--- src/include/asc_map.svh ---
// offsets, fields, reset values and counts of the sequencer control block
// assumes byte addresses on an 8-bit bus
`ifndef ASC_MAP_SVH
`define ASC_MAP_SVH

// ===
// global registers (byte offsets)
`define ASC_OFS_ACTIVE 8'h00
`define ASC_OFS_IRQ_MASK 8'h04
`define ASC_OFS_RAW_IRQ 8'h08
`define ASC_OFS_MSK_CLR 8'h0C
`define ASC_OFS_OVERFLOW 8'h10
`define ASC_OFS_TRIG_SEL 8'h14
`define ASC_OFS_UNDERFLOW 8'h18
`define ASC_OFS_PRIORITY 8'h20
`define ASC_OFS_PHASE 8'h24
`define ASC_OFS_INITIATE 8'h28
`define ASC_OFS_AVG_CTL 8'h30
`define ASC_OFS_CMP_CLR 8'h34

// ===
// per-sequencer windows: base + n * stride, sub-register index in [4:2]
`define ASC_SEQ_WIN_FIRST 3'h2
`define ASC_SEQ_WIN_LAST 3'h5
`define ASC_SUB_INSEL 3'h0
`define ASC_SUB_STEPCTL 3'h1
`define ASC_SUB_QUEUE 3'h2
`define ASC_SUB_QSTATE 3'h3

// ===
// fields
`define ASC_BUSY_POS 16
`define ASC_CMP_IRQ_POS 16
`define ASC_QS_HEAD_POS 4
`define ASC_QS_EMPTY_POS 8
`define ASC_QS_FULL_POS 12
`define ASC_CTL_END_BIT 1
`define ASC_CTL_IE_BIT 2
`define ASC_RESULT_W 10
`define ASC_PRI_RESET 16'h3210
`define ASC_AVG_MAX 3'h6

// ===
// trigger source codes, one nibble per sequencer
`define ASC_TRIG_PROC 4'h0
`define ASC_TRIG_ACMP 4'h1
`define ASC_TRIG_PIN 4'h4
`define ASC_TRIG_TIMER 4'h5
`define ASC_TRIG_CONT 4'hF

// ===
// sizes and clocking
`define ASC_SS0_DEPTH 8
`define ASC_SS12_DEPTH 4
`define ASC_SS3_DEPTH 1
`define ASC_CONV_CLK_MHZ 16

`endif

--- src/include/asc_pkg.sv ---
// types shared by the sample sequencer control block
// assumes asc_map.svh is on the include path
package asc_pkg;

  // ===
  // engine states
  typedef enum logic [1:0] {
    ASC_IDLE,
    ASC_START,
    ASC_WAIT,
    ASC_STORE
  } asc_state_t;

  // ===
  // one conversion request to the analog converter
  typedef struct packed {
    logic [2:0] channel;
    logic [3:0] phase;
  } asc_conv_req_t;

endpackage

--- src/hdl/asc_top.sv ---
// sample sequencer control: four sequencers, result queues, triggers,
// priority, averaging, interrupts and dma burst requests
// assumes an Avalon-MM master and a converter that answers
// each conv_start with one conv_done pulse
//
// Contract
// (RULE_01) four sequencers, steps and queue depth 8, 4, 4 and 1
// (RULE_02) queue word is 32 bits, conversion value in low 10 bits
// (RULE_03) software programs steps before enabling a sequencer
// (RULE_04) processor trigger plus initiate bit starts an enabled sequencer
// (RULE_05) one input may be used by several steps
// (RULE_06) each step has an irq enable; raw irq after each such step
// (RULE_07) last-sample flag ends the sequence at any step position
// (RULE_08) queues are circular; each result read pops the oldest entry
// (RULE_09) queue state shows head, tail, full and empty
// (RULE_10) result into a full queue is dropped and sets overflow flag
// (RULE_11) overflow and underflow are kept per sequencer in own registers
// (RULE_12) sequencing logic runs from the converter clock domain
// (RULE_13) raw irqs always visible; only mask-enabled ones reach irq
// (RULE_14) writing one clears a sequencer irq; zero does nothing
// (RULE_15) writing one clears a comparator irq
// (RULE_16) per sequencer burst dma request when an irq-enabled step completes
// (RULE_17) dma arbitration size power of two matching irq-enabled steps; no size is given here, dma_req pulses once per such step
// (RULE_18) concurrent triggers served by priority value, zero highest
// (RULE_19) software gives active sequencers distinct priorities
// (RULE_20) trigger: processor default, comparator, pin edge, timer, continuous
// (RULE_21) sample instant delayable in 22.5 degree steps up to 337.5
// (RULE_22) one averager, off at reset, up to 64 conversions per entry
// (RULE_23) setting 2 averages four; step irq after averaged value stored
// (RULE_24) continuous trigger rerequests right after the last step
// (RULE_25) read of empty queue keeps pointers, sets underflow flag
//
// The placing of the registers and the Avalon-MM slave port are this design's own decisions.
`timescale 1ns/1ns
`include "asc_map.svh"

module asc_top #(
  parameter int SS0_DEPTH = `ASC_SS0_DEPTH,
  parameter int SS12_DEPTH = `ASC_SS12_DEPTH,
  parameter int SS3_DEPTH = `ASC_SS3_DEPTH
) (
  input wire logic sys_clk, // converter-rate clock
  input wire logic reset, // synchronous, active high
  input wire logic [7:0] avs_address, // byte address
  input wire logic avs_read, // read request
  input wire logic avs_write, // write request
  input wire logic [31:0] avs_writedata, // write data
  output logic [31:0] avs_readdata, // read data
  output logic avs_waitrequest, // high until the access is answered
  input wire logic trig_acmp, // analog comparator event pulse
  input wire logic trig_pin, // external trigger pin level
  input wire logic trig_timer, // timer event pulse
  input wire logic [7:0] cmp_event, // digital comparator event pulses
  output logic conv_start, // one-cycle conversion start
  output asc_pkg::asc_conv_req_t conv_req, // channel and phase of that start
  input wire logic conv_done, // conversion finished pulse
  input wire logic [9:0] conv_data, // conversion value with conv_done
  output logic [3:0] dma_req, // burst request pulse per sequencer
  output logic irq // masked interrupt level
);

  // ===
  // helpers
  function automatic logic [3:0] seq_depth(input logic [1:0] n);
    unique case (n)
      2'd0: seq_depth = 4'(SS0_DEPTH);
      2'd1, 2'd2: seq_depth = 4'(SS12_DEPTH);
      2'd3: seq_depth = 4'(SS3_DEPTH);
    endcase
  endfunction

  function automatic logic [2:0] wrap_inc(input logic [2:0] p, input logic [1:0] n);
    if ({1'b0, p} == seq_depth(n) - 4'd1) begin
      wrap_inc = 3'd0;
    end else begin
      wrap_inc = p + 3'd1;
    end
  endfunction

  // ===
  // registers
  logic [3:0] enable_q;
  logic [3:0] mask_q;
  logic mask_cmp_q;
  logic [3:0] raw_q;
  logic [7:0] cmp_raw_q;
  logic [3:0] ovf_q;
  logic [3:0] unf_q;
  logic [15:0] trig_sel_q;
  logic [15:0] pri_q;
  logic [3:0] phase_q;
  logic [2:0] avg_q;
  logic [31:0] insel_q [4];
  logic [31:0] stepctl_q [4];
  logic [9:0] mem_q [4][8];
  logic [2:0] head_q [4];
  logic [2:0] tail_q [4];
  logic [3:0] cnt_q [4];
  logic [3:0] pend_q;
  logic pin_q;
  asc_pkg::asc_state_t state_q;
  logic [1:0] cur_q;
  logic [2:0] step_q;
  logic [6:0] avg_cnt_q;
  logic [15:0] acc_q;

  // ===
  // bus decode: every access is answered one edge after it is seen
  logic acc_v;
  logic wr_v;
  logic rd_v;
  logic in_seq;
  logic [1:0] sel_seq;
  logic [2:0] sub;
  logic [2:0] win;

  assign acc_v = (avs_read | avs_write) & avs_waitrequest;
  assign wr_v = avs_write & avs_waitrequest;
  assign rd_v = avs_read & avs_waitrequest;
  assign win = avs_address[7:5];
  assign in_seq = (win >= `ASC_SEQ_WIN_FIRST) && (win <= `ASC_SEQ_WIN_LAST);
  assign sel_seq = 2'(win - `ASC_SEQ_WIN_FIRST);
  assign sub = avs_address[4:2];

  function automatic logic wr_at(input logic [7:0] ofs);
    wr_at = wr_v && (avs_address == ofs);
  endfunction

  // ===
  // engine-side decode
  logic [2:0] cur_chan;
  logic [3:0] cur_ctl;
  logic last_step;
  logic push_v;
  logic [9:0] avg_val;
  logic [3:0] pop_v;
  logic [3:0] hit_v;
  logic [1:0] grant;
  logic [3:0] ready_v;
  logic [6:0] avg_total;

  assign cur_chan = insel_q[cur_q][{step_q, 2'b00} +: 3]; // RULE_05
  assign cur_ctl = stepctl_q[cur_q][{step_q, 2'b00} +: 4];
  assign last_step = cur_ctl[`ASC_CTL_END_BIT] ||
                     ({1'b0, step_q} == seq_depth(cur_q) - 4'd1); // RULE_07 RULE_01
  assign push_v = (state_q == asc_pkg::ASC_STORE);
  assign avg_val = 10'(acc_q >> avg_q); // RULE_22
  assign avg_total = 7'(7'd1 << avg_q); // RULE_23
  assign ready_v = pend_q & enable_q;

  // lowest priority value wins; equal values fall to the lower index
  function automatic logic [1:0] arbitrate(input logic [3:0] req, input logic [15:0] pri);
    logic [1:0] best;
    logic [1:0] best_pri;
    best = 2'd0;
    best_pri = 2'd3;
    for (int i = 3; i >= 0; i--) begin
      if (req[i] && pri[4*i +: 2] <= best_pri) begin
        best = 2'(i);
        best_pri = pri[4*i +: 2];
      end
    end
    arbitrate = best;
  endfunction

  assign grant = arbitrate(ready_v, pri_q); // RULE_18

  always_comb begin
    for (int n = 0; n < 4; n++) begin
      pop_v[n] = rd_v && in_seq && (sel_seq == 2'(n)) && (sub == `ASC_SUB_QUEUE) &&
                 (cnt_q[n] != 4'd0); // RULE_08
      unique case (trig_sel_q[4*n +: 4]) // RULE_20
        `ASC_TRIG_PROC: hit_v[n] = wr_at(`ASC_OFS_INITIATE) && avs_writedata[n]; // RULE_04
        `ASC_TRIG_ACMP: hit_v[n] = trig_acmp;
        `ASC_TRIG_PIN: hit_v[n] = trig_pin && !pin_q;
        `ASC_TRIG_TIMER: hit_v[n] = trig_timer;
        `ASC_TRIG_CONT: hit_v[n] = !((state_q != asc_pkg::ASC_IDLE) && (cur_q == 2'(n))); // RULE_24
        default: hit_v[n] = 1'b0;
      endcase
    end
  end

  // ===
  // configuration written by software
  always_ff @(posedge sys_clk) begin
    if (reset) begin
      enable_q <= 4'h0;
      mask_q <= 4'h0;
      mask_cmp_q <= 1'b0;
      trig_sel_q <= 16'h0000; // RULE_20
      pri_q <= `ASC_PRI_RESET;
      phase_q <= 4'h0;
      avg_q <= 3'h0; // RULE_22
      for (int n = 0; n < 4; n++) begin
        insel_q[n] <= 32'h0000_0000;
        stepctl_q[n] <= 32'h0000_0000;
      end
    end else begin
      if (wr_at(`ASC_OFS_ACTIVE)) begin
        enable_q <= avs_writedata[3:0];
      end
      if (wr_at(`ASC_OFS_IRQ_MASK)) begin
        mask_q <= avs_writedata[3:0];
        mask_cmp_q <= avs_writedata[`ASC_CMP_IRQ_POS];
      end
      if (wr_at(`ASC_OFS_TRIG_SEL)) begin
        trig_sel_q <= avs_writedata[15:0];
      end
      if (wr_at(`ASC_OFS_PRIORITY)) begin
        pri_q <= avs_writedata[15:0] & 16'h3333;
      end
      if (wr_at(`ASC_OFS_PHASE)) begin
        phase_q <= avs_writedata[3:0]; // RULE_21
      end
      if (wr_at(`ASC_OFS_AVG_CTL)) begin
        // codes above the maximum saturate at 64 conversions
        avg_q <= (avs_writedata[2:0] > `ASC_AVG_MAX) ? `ASC_AVG_MAX : avs_writedata[2:0];
      end
      if (wr_v && in_seq && sub == `ASC_SUB_INSEL) begin
        insel_q[sel_seq] <= avs_writedata;
      end
      if (wr_v && in_seq && sub == `ASC_SUB_STEPCTL) begin
        stepctl_q[sel_seq] <= avs_writedata;
      end
    end
  end

  // ===
  // trigger capture
  always_ff @(posedge sys_clk) begin
    if (reset) begin
      pin_q <= 1'b0;
      pend_q <= 4'h0;
    end else begin
      pin_q <= trig_pin;
      for (int n = 0; n < 4; n++) begin
        if (enable_q[n] && hit_v[n]) begin
          pend_q[n] <= 1'b1;
        end else if (state_q == asc_pkg::ASC_IDLE && ready_v != 4'h0 && grant == 2'(n)) begin
          pend_q[n] <= 1'b0;
        end else if (!enable_q[n]) begin
          pend_q[n] <= 1'b0;
        end
      end
    end
  end

  // ===
  // sequencing engine, one conversion at a time
  always_ff @(posedge sys_clk) begin // RULE_12
    if (reset) begin
      state_q <= asc_pkg::ASC_IDLE;
      cur_q <= 2'd0;
      step_q <= 3'd0;
      avg_cnt_q <= 7'd0;
      acc_q <= 16'h0000;
      conv_start <= 1'b0;
      conv_req <= '0;
    end else begin
      conv_start <= 1'b0;
      unique case (state_q)
        asc_pkg::ASC_IDLE: begin
          if (ready_v != 4'h0) begin
            cur_q <= grant;
            step_q <= 3'd0;
            avg_cnt_q <= 7'd0;
            acc_q <= 16'h0000;
            state_q <= asc_pkg::ASC_START;
          end
        end
        asc_pkg::ASC_START: begin
          conv_start <= 1'b1;
          conv_req.channel <= cur_chan;
          conv_req.phase <= phase_q; // RULE_21
          state_q <= asc_pkg::ASC_WAIT;
        end
        asc_pkg::ASC_WAIT: begin
          if (conv_done) begin
            acc_q <= acc_q + {6'h00, conv_data};
            // throughput drops by the averaging count
            if (avg_cnt_q == avg_total - 7'd1) begin // RULE_22
              state_q <= asc_pkg::ASC_STORE;
            end else begin
              avg_cnt_q <= avg_cnt_q + 7'd1;
              state_q <= asc_pkg::ASC_START;
            end
          end
        end
        asc_pkg::ASC_STORE: begin
          avg_cnt_q <= 7'd0;
          acc_q <= 16'h0000;
          if (last_step) begin // RULE_07
            state_q <= asc_pkg::ASC_IDLE;
          end else begin
            step_q <= step_q + 3'd1;
            state_q <= asc_pkg::ASC_START;
          end
        end
      endcase
    end
  end

  // ===
  // result queues
  always_ff @(posedge sys_clk) begin
    if (reset) begin
      ovf_q <= 4'h0;
      unf_q <= 4'h0;
      for (int n = 0; n < 4; n++) begin
        head_q[n] <= 3'd0;
        tail_q[n] <= 3'd0;
        cnt_q[n] <= 4'd0;
      end
    end else begin
      for (int n = 0; n < 4; n++) begin
        logic do_push;
        logic full;
        full = (cnt_q[n] == seq_depth(2'(n)));
        do_push = push_v && (cur_q == 2'(n)) && !full;
        if (do_push) begin
          mem_q[n][head_q[n]] <= avg_val; // RULE_02
          head_q[n] <= wrap_inc(head_q[n], 2'(n)); // RULE_08
        end
        if (pop_v[n]) begin
          tail_q[n] <= wrap_inc(tail_q[n], 2'(n));
        end
        cnt_q[n] <= 4'(cnt_q[n] + {3'd0, do_push} - {3'd0, pop_v[n]});
        // a new event beats a same-cycle clear
        if (push_v && cur_q == 2'(n) && full) begin
          ovf_q[n] <= 1'b1; // RULE_10 RULE_11
        end else if (wr_at(`ASC_OFS_OVERFLOW) && avs_writedata[n]) begin
          ovf_q[n] <= 1'b0;
        end
        if (rd_v && in_seq && sel_seq == 2'(n) && sub == `ASC_SUB_QUEUE &&
            cnt_q[n] == 4'd0) begin
          unf_q[n] <= 1'b1; // RULE_25 RULE_11
        end else if (wr_at(`ASC_OFS_UNDERFLOW) && avs_writedata[n]) begin
          unf_q[n] <= 1'b0;
        end
      end
    end
  end

  // ===
  // interrupt status and dma requests
  always_ff @(posedge sys_clk) begin
    if (reset) begin
      raw_q <= 4'h0;
      cmp_raw_q <= 8'h00;
      irq <= 1'b0;
      dma_req <= 4'h0;
    end else begin
      for (int n = 0; n < 4; n++) begin
        // irq only after the averaged value has been stored
        if (push_v && cur_q == 2'(n) && cur_ctl[`ASC_CTL_IE_BIT]) begin
          raw_q[n] <= 1'b1; // RULE_06 RULE_23
        end else if (wr_at(`ASC_OFS_MSK_CLR) && avs_writedata[n]) begin
          raw_q[n] <= 1'b0; // RULE_14
        end
        dma_req[n] <= push_v && (cur_q == 2'(n)) && cur_ctl[`ASC_CTL_IE_BIT]; // RULE_16
      end
      for (int k = 0; k < 8; k++) begin
        if (cmp_event[k]) begin
          cmp_raw_q[k] <= 1'b1;
        end else if (wr_at(`ASC_OFS_CMP_CLR) && avs_writedata[k]) begin
          cmp_raw_q[k] <= 1'b0; // RULE_15
        end
      end
      irq <= ((raw_q & mask_q) != 4'h0) || ((cmp_raw_q != 8'h00) && mask_cmp_q); // RULE_13
    end
  end

  // ===
  // read mux and handshake
  logic [31:0] rd_mux;

  always_comb begin
    rd_mux = 32'h0000_0000;
    if (in_seq) begin
      unique case (sub)
        `ASC_SUB_INSEL: rd_mux = insel_q[sel_seq];
        `ASC_SUB_STEPCTL: rd_mux = stepctl_q[sel_seq];
        `ASC_SUB_QUEUE: rd_mux = (cnt_q[sel_seq] != 4'd0) ?
                                   {22'h000000, mem_q[sel_seq][tail_q[sel_seq]]} : 32'h0;
        `ASC_SUB_QSTATE: begin // RULE_09
          rd_mux[2:0] = tail_q[sel_seq];
          rd_mux[`ASC_QS_HEAD_POS +: 3] = head_q[sel_seq];
          rd_mux[`ASC_QS_EMPTY_POS] = (cnt_q[sel_seq] == 4'd0);
          rd_mux[`ASC_QS_FULL_POS] = (cnt_q[sel_seq] == seq_depth(sel_seq));
        end
        default: rd_mux = 32'h0000_0000;
      endcase
    end else begin
      unique case (avs_address)
        `ASC_OFS_ACTIVE: rd_mux = {12'h000, pend_q, 12'h000, enable_q} |
          ((state_q != asc_pkg::ASC_IDLE) ? (32'h1 << (`ASC_BUSY_POS + cur_q)) : 32'h0);
        `ASC_OFS_IRQ_MASK: rd_mux = {15'h0000, mask_cmp_q, 12'h000, mask_q};
        `ASC_OFS_RAW_IRQ: rd_mux = {15'h0000, (cmp_raw_q != 8'h00), 12'h000, raw_q};
        `ASC_OFS_MSK_CLR: rd_mux = {15'h0000, (cmp_raw_q != 8'h00) && mask_cmp_q,
                                    12'h000, raw_q & mask_q}; // RULE_13
        `ASC_OFS_OVERFLOW: rd_mux = {28'h0000000, ovf_q};
        `ASC_OFS_UNDERFLOW: rd_mux = {28'h0000000, unf_q};
        `ASC_OFS_TRIG_SEL: rd_mux = {16'h0000, trig_sel_q};
        `ASC_OFS_PRIORITY: rd_mux = {16'h0000, pri_q};
        `ASC_OFS_PHASE: rd_mux = {28'h0000000, phase_q};
        `ASC_OFS_AVG_CTL: rd_mux = {29'h00000000, avg_q};
        `ASC_OFS_CMP_CLR: rd_mux = {24'h000000, cmp_raw_q};
        default: rd_mux = 32'h0000_0000;
      endcase
    end
  end

  always_ff @(posedge sys_clk) begin
    if (reset) begin
      avs_waitrequest <= 1'b1;
      avs_readdata <= 32'h0000_0000;
    end else begin
      if (acc_v) begin
        avs_waitrequest <= 1'b0;
        avs_readdata <= avs_read ? rd_mux : 32'h0000_0000;
      end else begin
        avs_waitrequest <= 1'b1;
      end
    end
  end

endmodule

--- config.mk ---
export PLATFORM = sky130hd
export DESIGN_NAME = asc_top
export DESIGN_NICKNAME = d
export VERILOG_FILES = /design/src/include/asc_pkg.sv /design/src/hdl/asc_top.sv
export VERILOG_INCLUDE_DIRS = /design/src /design/src/include
export SDC_FILE = /design/constraint.sdc
export NUM_CORES = 1
export LEC_CHECK = 0
export BUFFER_PORTS_ARGS = -buffer_cell sky130_fd_sc_hd__buf_4
export CAP_MARGIN = 20
export CORE_MARGIN = 10
export CORE_UTILIZATION = 50
export DETAILED_ROUTE_END_ITERATION = 8
export MAX_ROUTING_LAYER = met4
export PLACE_DENSITY = 0.72
export SYNTH_ARGS = -nofsm -noshare
export SYNTH_HDL_FRONTEND = slang
export SYNTH_SLANG_ARGS = --single-unit
--- constraint.sdc ---
create_clock -name sys_clk -period 6.9 [get_ports sys_clk]
set_input_delay 0.345 -clock sys_clk [delete_from_list [all_inputs] [get_ports sys_clk]]
set_output_delay 0.345 -clock sys_clk [all_outputs]
set_load 0.005 [all_outputs]
==> metrics, run 1 <==
status=complete, no violations; CTS buffer count=80; PwrDens=around 250 mW/mm^2; WL/cell=26.5 microns; CP Capture Type=flip-flop; R2R cell count=19; gp weighted congestion=slightly above 0.9; final hold viol count=0; total track usage=around a quarter; Synth Net Count=approximately 2700; max frequency=about 220 MHz; minimum clock period after layout=between 4000 and 5000 ps; HP Start=avs_writedata[27]; initial antenna violation count=8; H-tree levels=3; Leak=14.7 nW; setup TNS=0 ps; post-DP HPWL=64200 microns; Max Root-Sink Buffers=3; synthesis-to-layout area growth=13.7%; Die X-Extent=287 microns; main area contributors after synthesis=edfxtp_1, mux4_2, dfxtp_1; Worst Tran Pin Value=1100 ps; post-route ant nets=0; most used flip-flop cell after synthesis=edfxtp_1; Worst Path Required=roughly 7500 ps; Clock transition at path regs=roughly 60 ps; Hold WC Path Type=in2reg; drt first pass iters=5; vias in the first global route=around 23000; fin crit share=approximately 67%; FF-to-FF setup slack=about 2300 ps; final setup vio count=0; drt drc=0; unrepaired setup endpoints after global routing=false; Congestion Overflow GR=0; layout cell share with drive strength beyond 1=roughly 20%; Final Skew=roughly 51 ps; Reg2Reg Launch Point=enable_q[3]; WHS Endpoint=insel_q[3][27]; 1st-iter DRT viols=2673; CTS Root Cell=clkbuf_16; Startpoint Class=flip-flop; synthesized area per cell=13.7 sq um; Final Max Slew Viols=0; # IOs=approximately 110; Starting Density=between 50% and 60%; Area after DPL=0.0374 sq mm; Max-Cap Viols=0; Core ar.=~0.07 sq mm; post_cts resized=0; Worst Hold Depth=2; final instance area=0.0405 sq mm; YS warnings=0; crit-path max FO=7; maximum VDD drop=roughly 0.22 mV; Synth Cell Area=between 0.03 and 0.04 sq mm; Cell variety after synth=79; largest net degree at the start of global routing=84; fin nets=between 2000 and 3000; drt total wl=about 98000 microns; Die ar.=0.0823 sq mm; critical path arrival=~5200 ps; die height=between 200 and 300 microns; Commonest cells post-synth=edfxtp_1, nand2_1, and2_1, mux4_2, dfxtp_1; ys async rst share=0%; Slew headroom=between 20% and 30%; Crit Path Class=reg2reg; Synth area leader=edfxtp_1; Yosys reg bits=roughly 760; Clock Latency Late Sink=~700 ps; clock sink count=759; post-DR vias/cell=about 6.3; floorplan row count=between 90 and 100; # fillers=around 5400; via count=about 23000; number of port buffers=111; sequential-to-total area share from yosys stat=59.5%; Post-synth EDFFs=600; CTS tree=done; count leader, synth=edfxtp_1; Mapped Cells=2600; post-synth top area share=50.6%; first-pass GRT wire length=around 150000 microns; post-CTS setup buffers=0
[sequential cells by signal (all words and copies together), names as in the netlist, 7 cells and up, named ones only]
register	cells
mem_q	320
insel_q	128
stepctl_q	128
avs_readdata	32
acc_q	16
cnt_q	16
trig_sel_q	16
head_q	12
tail_q	12
cmp_raw_q	8
pri_q	8
avg_cnt_q	7
conv_req	7
[cells by family after synthesis]
logic type | Yosys count | share of synthesized area, %
XOR/XNOR | 19 | 0.467
adder cells (fa/ha/maj) | 67 | 2.45
AND/OR/NAND/NOR | 892 | 12.9
AO/OA/AOI/OAI | 340 | 6.25
multiplexers | 298 | 15.9
flip-flops | 759 | 59.5
buffers and inverters | 225 | 2.57
[what timing repair did]
item	in CTS	in global routing
endpoints found under the setup margin	0	0
hold endpoints to repair	31	0
hold buffers	16	0
[critical path, cell delays in order, from the launching register on]
cell and delay [ps]:
dfxtp_1 400, nand2_1 180, or2_2 330, ha_1 330, nor2_1 70, maj3_1 380, nor2_1 120, mux2_2 360
ha_1 280, nand2_1 70, o21ai_0 80, nand3_1 240, mux2_2 380, ha_1 290, nor2b_1 110, o21ai_0 110
nand3_1 180, nand2_1 100, or3_1 360, a21oi_1 180
[worst max-delay path by stage]
stage / startpoint / endpoint / cells after the start
after CTS: enable_q[3] / flip-flop / 19
after detailed placement: avs_address[6] / insel_q[1][11] / 9
after global routing: enable_q[3] / flip-flop / 19
after global placement: enable_q[3] / flip-flop / 19
after floorplan: avs_address[6] / cnt_q[3][2] / 18
final: enable_q[3] / flip-flop / 19
[layout by cell type, fill, tap and decap left out, types with 10 or more instances in the layout]
master and instances:
nand3_1 53, a211oi_1 40, mux2i_1 71, o22ai_1 17
xor2_1 10, ha_1 61, buf_4 150, and3_1 87
inv_1 58, o21ai_0 49, mux2_2 16, clkbuf_1 14
edfxtp_1 600, nand2_1 228, clkinv_1 18, a22oi_1 29
dfxtp_1 157, or2_2 15, clkbuf_16 81, nor2_1 154
mux4_2 205, nor3_1 21, nor3_2 10, dlygate4sd3_1 16
nand4_1 10, bufinv_16 13, and2_1 207, a21oi_1 103
nand2b_1 17, nor2b_1 39
[routing by layer]
layer	wire [microns]	GRT usage [%]	share of wire (%)	up-vias
li1	-	-	-	10100
met1	38600	31.4	39	11800
met2	46900	37.6	48	1093
met3	9910	6.35	10	178
met4	2890	7.74	2.9	0
met5	0	-	0	-
[per-stage QoR]
stage | hold WS, ps | utilization [%] | setup WS [ps] | power (W) | cells
2_1_floorplan | 441 | - | 2790 | 0.00549 | 2600
3_3_place_gp | 446 | 53.1 | 2430 | 0.00573 | 3521
3_5_place_dp | 456 | 53.2 | 2260 | 0.00575 | 3525
4_1_cts | 0.367 | 57.4 | 2310 | 0.0103 | 3689
5_1_grt | 18.8 | 57.6 | 1900 | 0.0105 | 3706
6_report | 19.7 | 57.6 | 2280 | 0.0103 | 3706
[power breakdown]
group | leakage (nW) | internal (W) | switching, W | total, W
Combinational | 6.05 | 0.000236 | 0.000400 | 0.000636
Sequential | 7.25 | 0.00498 | 0.0000480 | 0.00503
Clock | 1.36 | 0.00269 | 0.00189 | 0.00459
[layout make-up]
class	count	area [sq um]	share of cell area, %
Antenna cell	8	20.0	0.0495
Clock buffer	96	2090	5.17
Clock inverter	52	734	1.81
Inverter	59	221	0.547
Multi-Input combinational cell	1616	13600	33.6
Sequential cell	759	21200	52.4
Tap cell	940	1180	2.91
Timing Repair Buffer	176	1420	3.52
(Power assumes the default switching activity.)
==> run 2, diff against run 1 <==
- PLACE_DENSITY: 0.72 -> 0.75
- clock period: 6.9 -> 4.08 ns (I/O delays scaled with it)
==> run 2 against run 1 <==
Non-clock buffer count up 64. Critical path type unchanged. Combinational power increased by 79%. Power is 63% higher. Register-to-register slack lost 2100 ps. Worst setup slack worse by 2100 ps. Die area unchanged. Clock power grew 53%. Largest cell class unchanged. Critical path depth is 1 higher. Fmax is 18% higher.
==> metrics, run 2 (same netlist as run 1, synthesis figures left out) <==
Net Switching=0.00388 W (was 0.00234 W); multi-input combinational cell area=0.0136 sq mm (about the same); fin nets=2888 (was 2824); most used cell, CP=nand2_1; critical path arrival=4460 ps (was 5180 ps); drt drc=0 (unchanged); max frequency=256 MHz (was 216 MHz); Final Max Slew Viols=0 (unchanged); WL/cell=26.9 microns (was 26.5 microns); CP max-delay cell=or3_4 (was dfxtp_1); crit-path max FO=4 (was 7); vias in the first global route=24000 (was 23100); setup ws final=170 ps (was 2280 ps); die height=287 microns (unchanged); Die ar.=0.0823 sq mm (unchanged); met3 Usage GRT=5.19% (was 6.35%); CP Capture Type=flip-flop (unchanged); first-pass GRT wire length=152000 microns (was 148000 microns); H-tree levels=3 (unchanged); post-route ant nets=0 (unchanged); final setup vio count=0 (unchanged); Congestion Overflow GR=0 (unchanged); # fillers=5368 (was 5397); floorplan row count=97 (unchanged); drt total wl=101000 microns (was 98200 microns); Max-Cap Viols=0 (unchanged); drt first pass iters=6 (was 5); 1st-iter DRT viols=2688 (was 2673); clock network power share=42.2% (was 44.7%); post-DP HPWL=65700 microns (was 64200 microns); Max Root-Sink Buffers=3 (unchanged); grt peak-use layer=met2 (unchanged); minimum clock period after layout=3910 ps (was 4620 ps); Internal=0.0128 W (was 0.00791 W); gp weighted congestion=0.943 (was 0.927); PwrDens=409 mW/mm^2 (was 253 mW/mm^2); total track usage=25.0% (was 24.4%); # IOs=112 (unchanged); CTS tree=done (unchanged); CP peak stage delay=370 ps (was 400 ps); GR Util met2=39.4% (was 37.6%); Startpoint Class=flip-flop (unchanged); Slew headroom=24.6% (was 26.4%); Die X-Extent=287 microns (unchanged); Core ar.=0.0703 sq mm (unchanged); CP Buf/Inv Count=1 (was 0); largest net degree at the start of global routing=104 (was 84); CTS Root Cell=clkbuf_16 (unchanged); post-DR vias/cell=6.34 (was 6.25); instance count on the critical path=20 (was 19); top cell family by delay on the critical path=simple AND/OR/NAND/NOR gates (unchanged); fin crit share=95.8% (was 67.0%); Placed Instances=3560 (was 3525); Clock transition at path regs=60 ps (about the same); Leak=14.8 nW (was 14.7 nW); Reg power frac=51.0% (was 49.0%); synthesis-to-layout area growth=14.4% (was 13.7%); Worst Hold Depth=4 (was 2); Crit Path Class=reg2reg (unchanged); Comb power frac=6.8% (was 6.2%); setup TNS=0 ps (unchanged); Finished Layout Cells=3768 (was 3706); met1 Track Usage GR=32.3% (was 31.4%); max reg flops=320 (unchanged); Worst Tran Pin Value=1130 ps (was 1100 ps); register area=0.0212 sq mm (about the same); initial antenna violation count=5 (was 8); final hold viol count=0 (unchanged); layout cell share with drive strength beyond 1=20.5% (was 19.9%); worst path cell trace=nand2_1 > or2_4 > ha_4 > nor2_1 > maj3_2 > nor2_2 > mux2_4 > ha_1 > nand2_1 > o21ai_0 > nand3_1 > buf_4 > mux2_2 > ha_1 > nand2_1 > o21ai_0 > nand3_1 > nand2_2 > or3_4 > a21oi_2 (was nand2_1 > or2_2 > ha_1 > nor2_1 > maj3_1 > nor2_1 > mux2_2 > ha_1 > nand2_1 > o21ai_0 > nand3_1 > mux2_2 > ha_1 > nor2b_1 > o21ai_0 > nand3_1 > nand2_1 > or3_1 > a21oi_1); Clock Latency Late Sink=640 ps (was 680 ps); most common cell after layout, fill and taps aside=edfxtp_1 (unchanged); Hold WC Path Type=in2reg (unchanged); Final Skew=37.4 ps (was 50.9 ps); status=complete, no violations (unchanged); CTS buffer count=80 (unchanged); maximum VDD drop=0.416 mV (was 0.216 mV); most frequent cells in the layout=edfxtp_1, nand2_1, and2_1 (unchanged); Starting Density=50.7% (unchanged); switching share of power=23.3% (was 22.8%); R2R cell count=20 (was 19); via count=23900 (was 23200); clock sink count=759 (unchanged); number of port buffers=111 (unchanged); Setup WS pre-CTS=-84.1 ps (was 2260 ps); Worst Path Required=4630 ps (was 7460 ps)
[run 2: final timing paths]
| path | startpoint | end | slack (ps) |
|---|---|---|---|
| worst min-delay path | conv_data[1] | acc_q[1] | 80 |
| worst min register to register | conv_req[0] | conv_req[0] | 470 |
| worst max register to register | pend_q[3] | flip-flop | 170 |
| worst max-delay path | pend_q[3] | flip-flop | 170 |
[run 2: layout make-up]
type,instances,share of cell area (%)
Tap cell,940,2.89
Antenna cell,7,0.0430
Clock buffer,101,5.16
Inverter,59,0.543
Sequential cell,759,52.0
Timing Repair Buffer,240,4.90
Multi-Input combinational cell,1616,33.4
Clock inverter,46,1.02
[run 2: routing by layer]
layer,share of wire (%),up-vias,routed length (microns)
li1,-,10200,-
met1,39,12200,39200
met2,48,1274,48600
met3,10,211,10300
met4,3.2,0,3250
met5,0,-,0
[run 2: worst reg2reg max path, cell delays in order, from the launching register on]
cell and delay [ps]:
dfxtp_2 330, nand2_1 60, or2_4 240, ha_4 270
nor2_1 50, maj3_2 320, nor2_2 100, mux2_4 320
ha_1 270, nand2_1 60, o21ai_0 80, nand3_1 110
buf_4 130, mux2_2 320, ha_1 270, nand2_1 60
o21ai_0 70, nand3_1 160, nand2_2 90, or3_4 370
a21oi_2 150
[run 2: power by group through the flow]
stage / clock [W] / sequential (W) / combinational, W
floorplan: 0 / 0.00863 / 0.000657
global placement: 0 / 0.00865 / 0.00105
detailed placement: 0 / 0.00866 / 0.00107
CTS: 0.00710 / 0.00850 / 0.00112
global route: 0.00743 / 0.00851 / 0.00120
finish: 0.00704 / 0.00850 / 0.00114
[run 2: metrics by stage]
stage,total power (W),util (%),hold WS (ps),cell area [sq um]
after floorplan,0.00928,-,321,35600
after global routing,0.0171,58.0,108,40700
after detailed placement,0.00974,53.5,443,37600
after CTS,0.0167,57.8,49.3,40600
after global placement,0.00970,53.5,436,37600
final,0.0167,58.0,83.1,40700
[run 2: what timing repair did]
item / in CTS / in global routing
buffers inserted: 2 / 2
hold buffers: 47 / 0
pin swaps: 3 / 3
setup endpoints to repair: 2 / 8
gates resized for setup: 4 / 7
endpoints found under the hold margin: 252 / 0
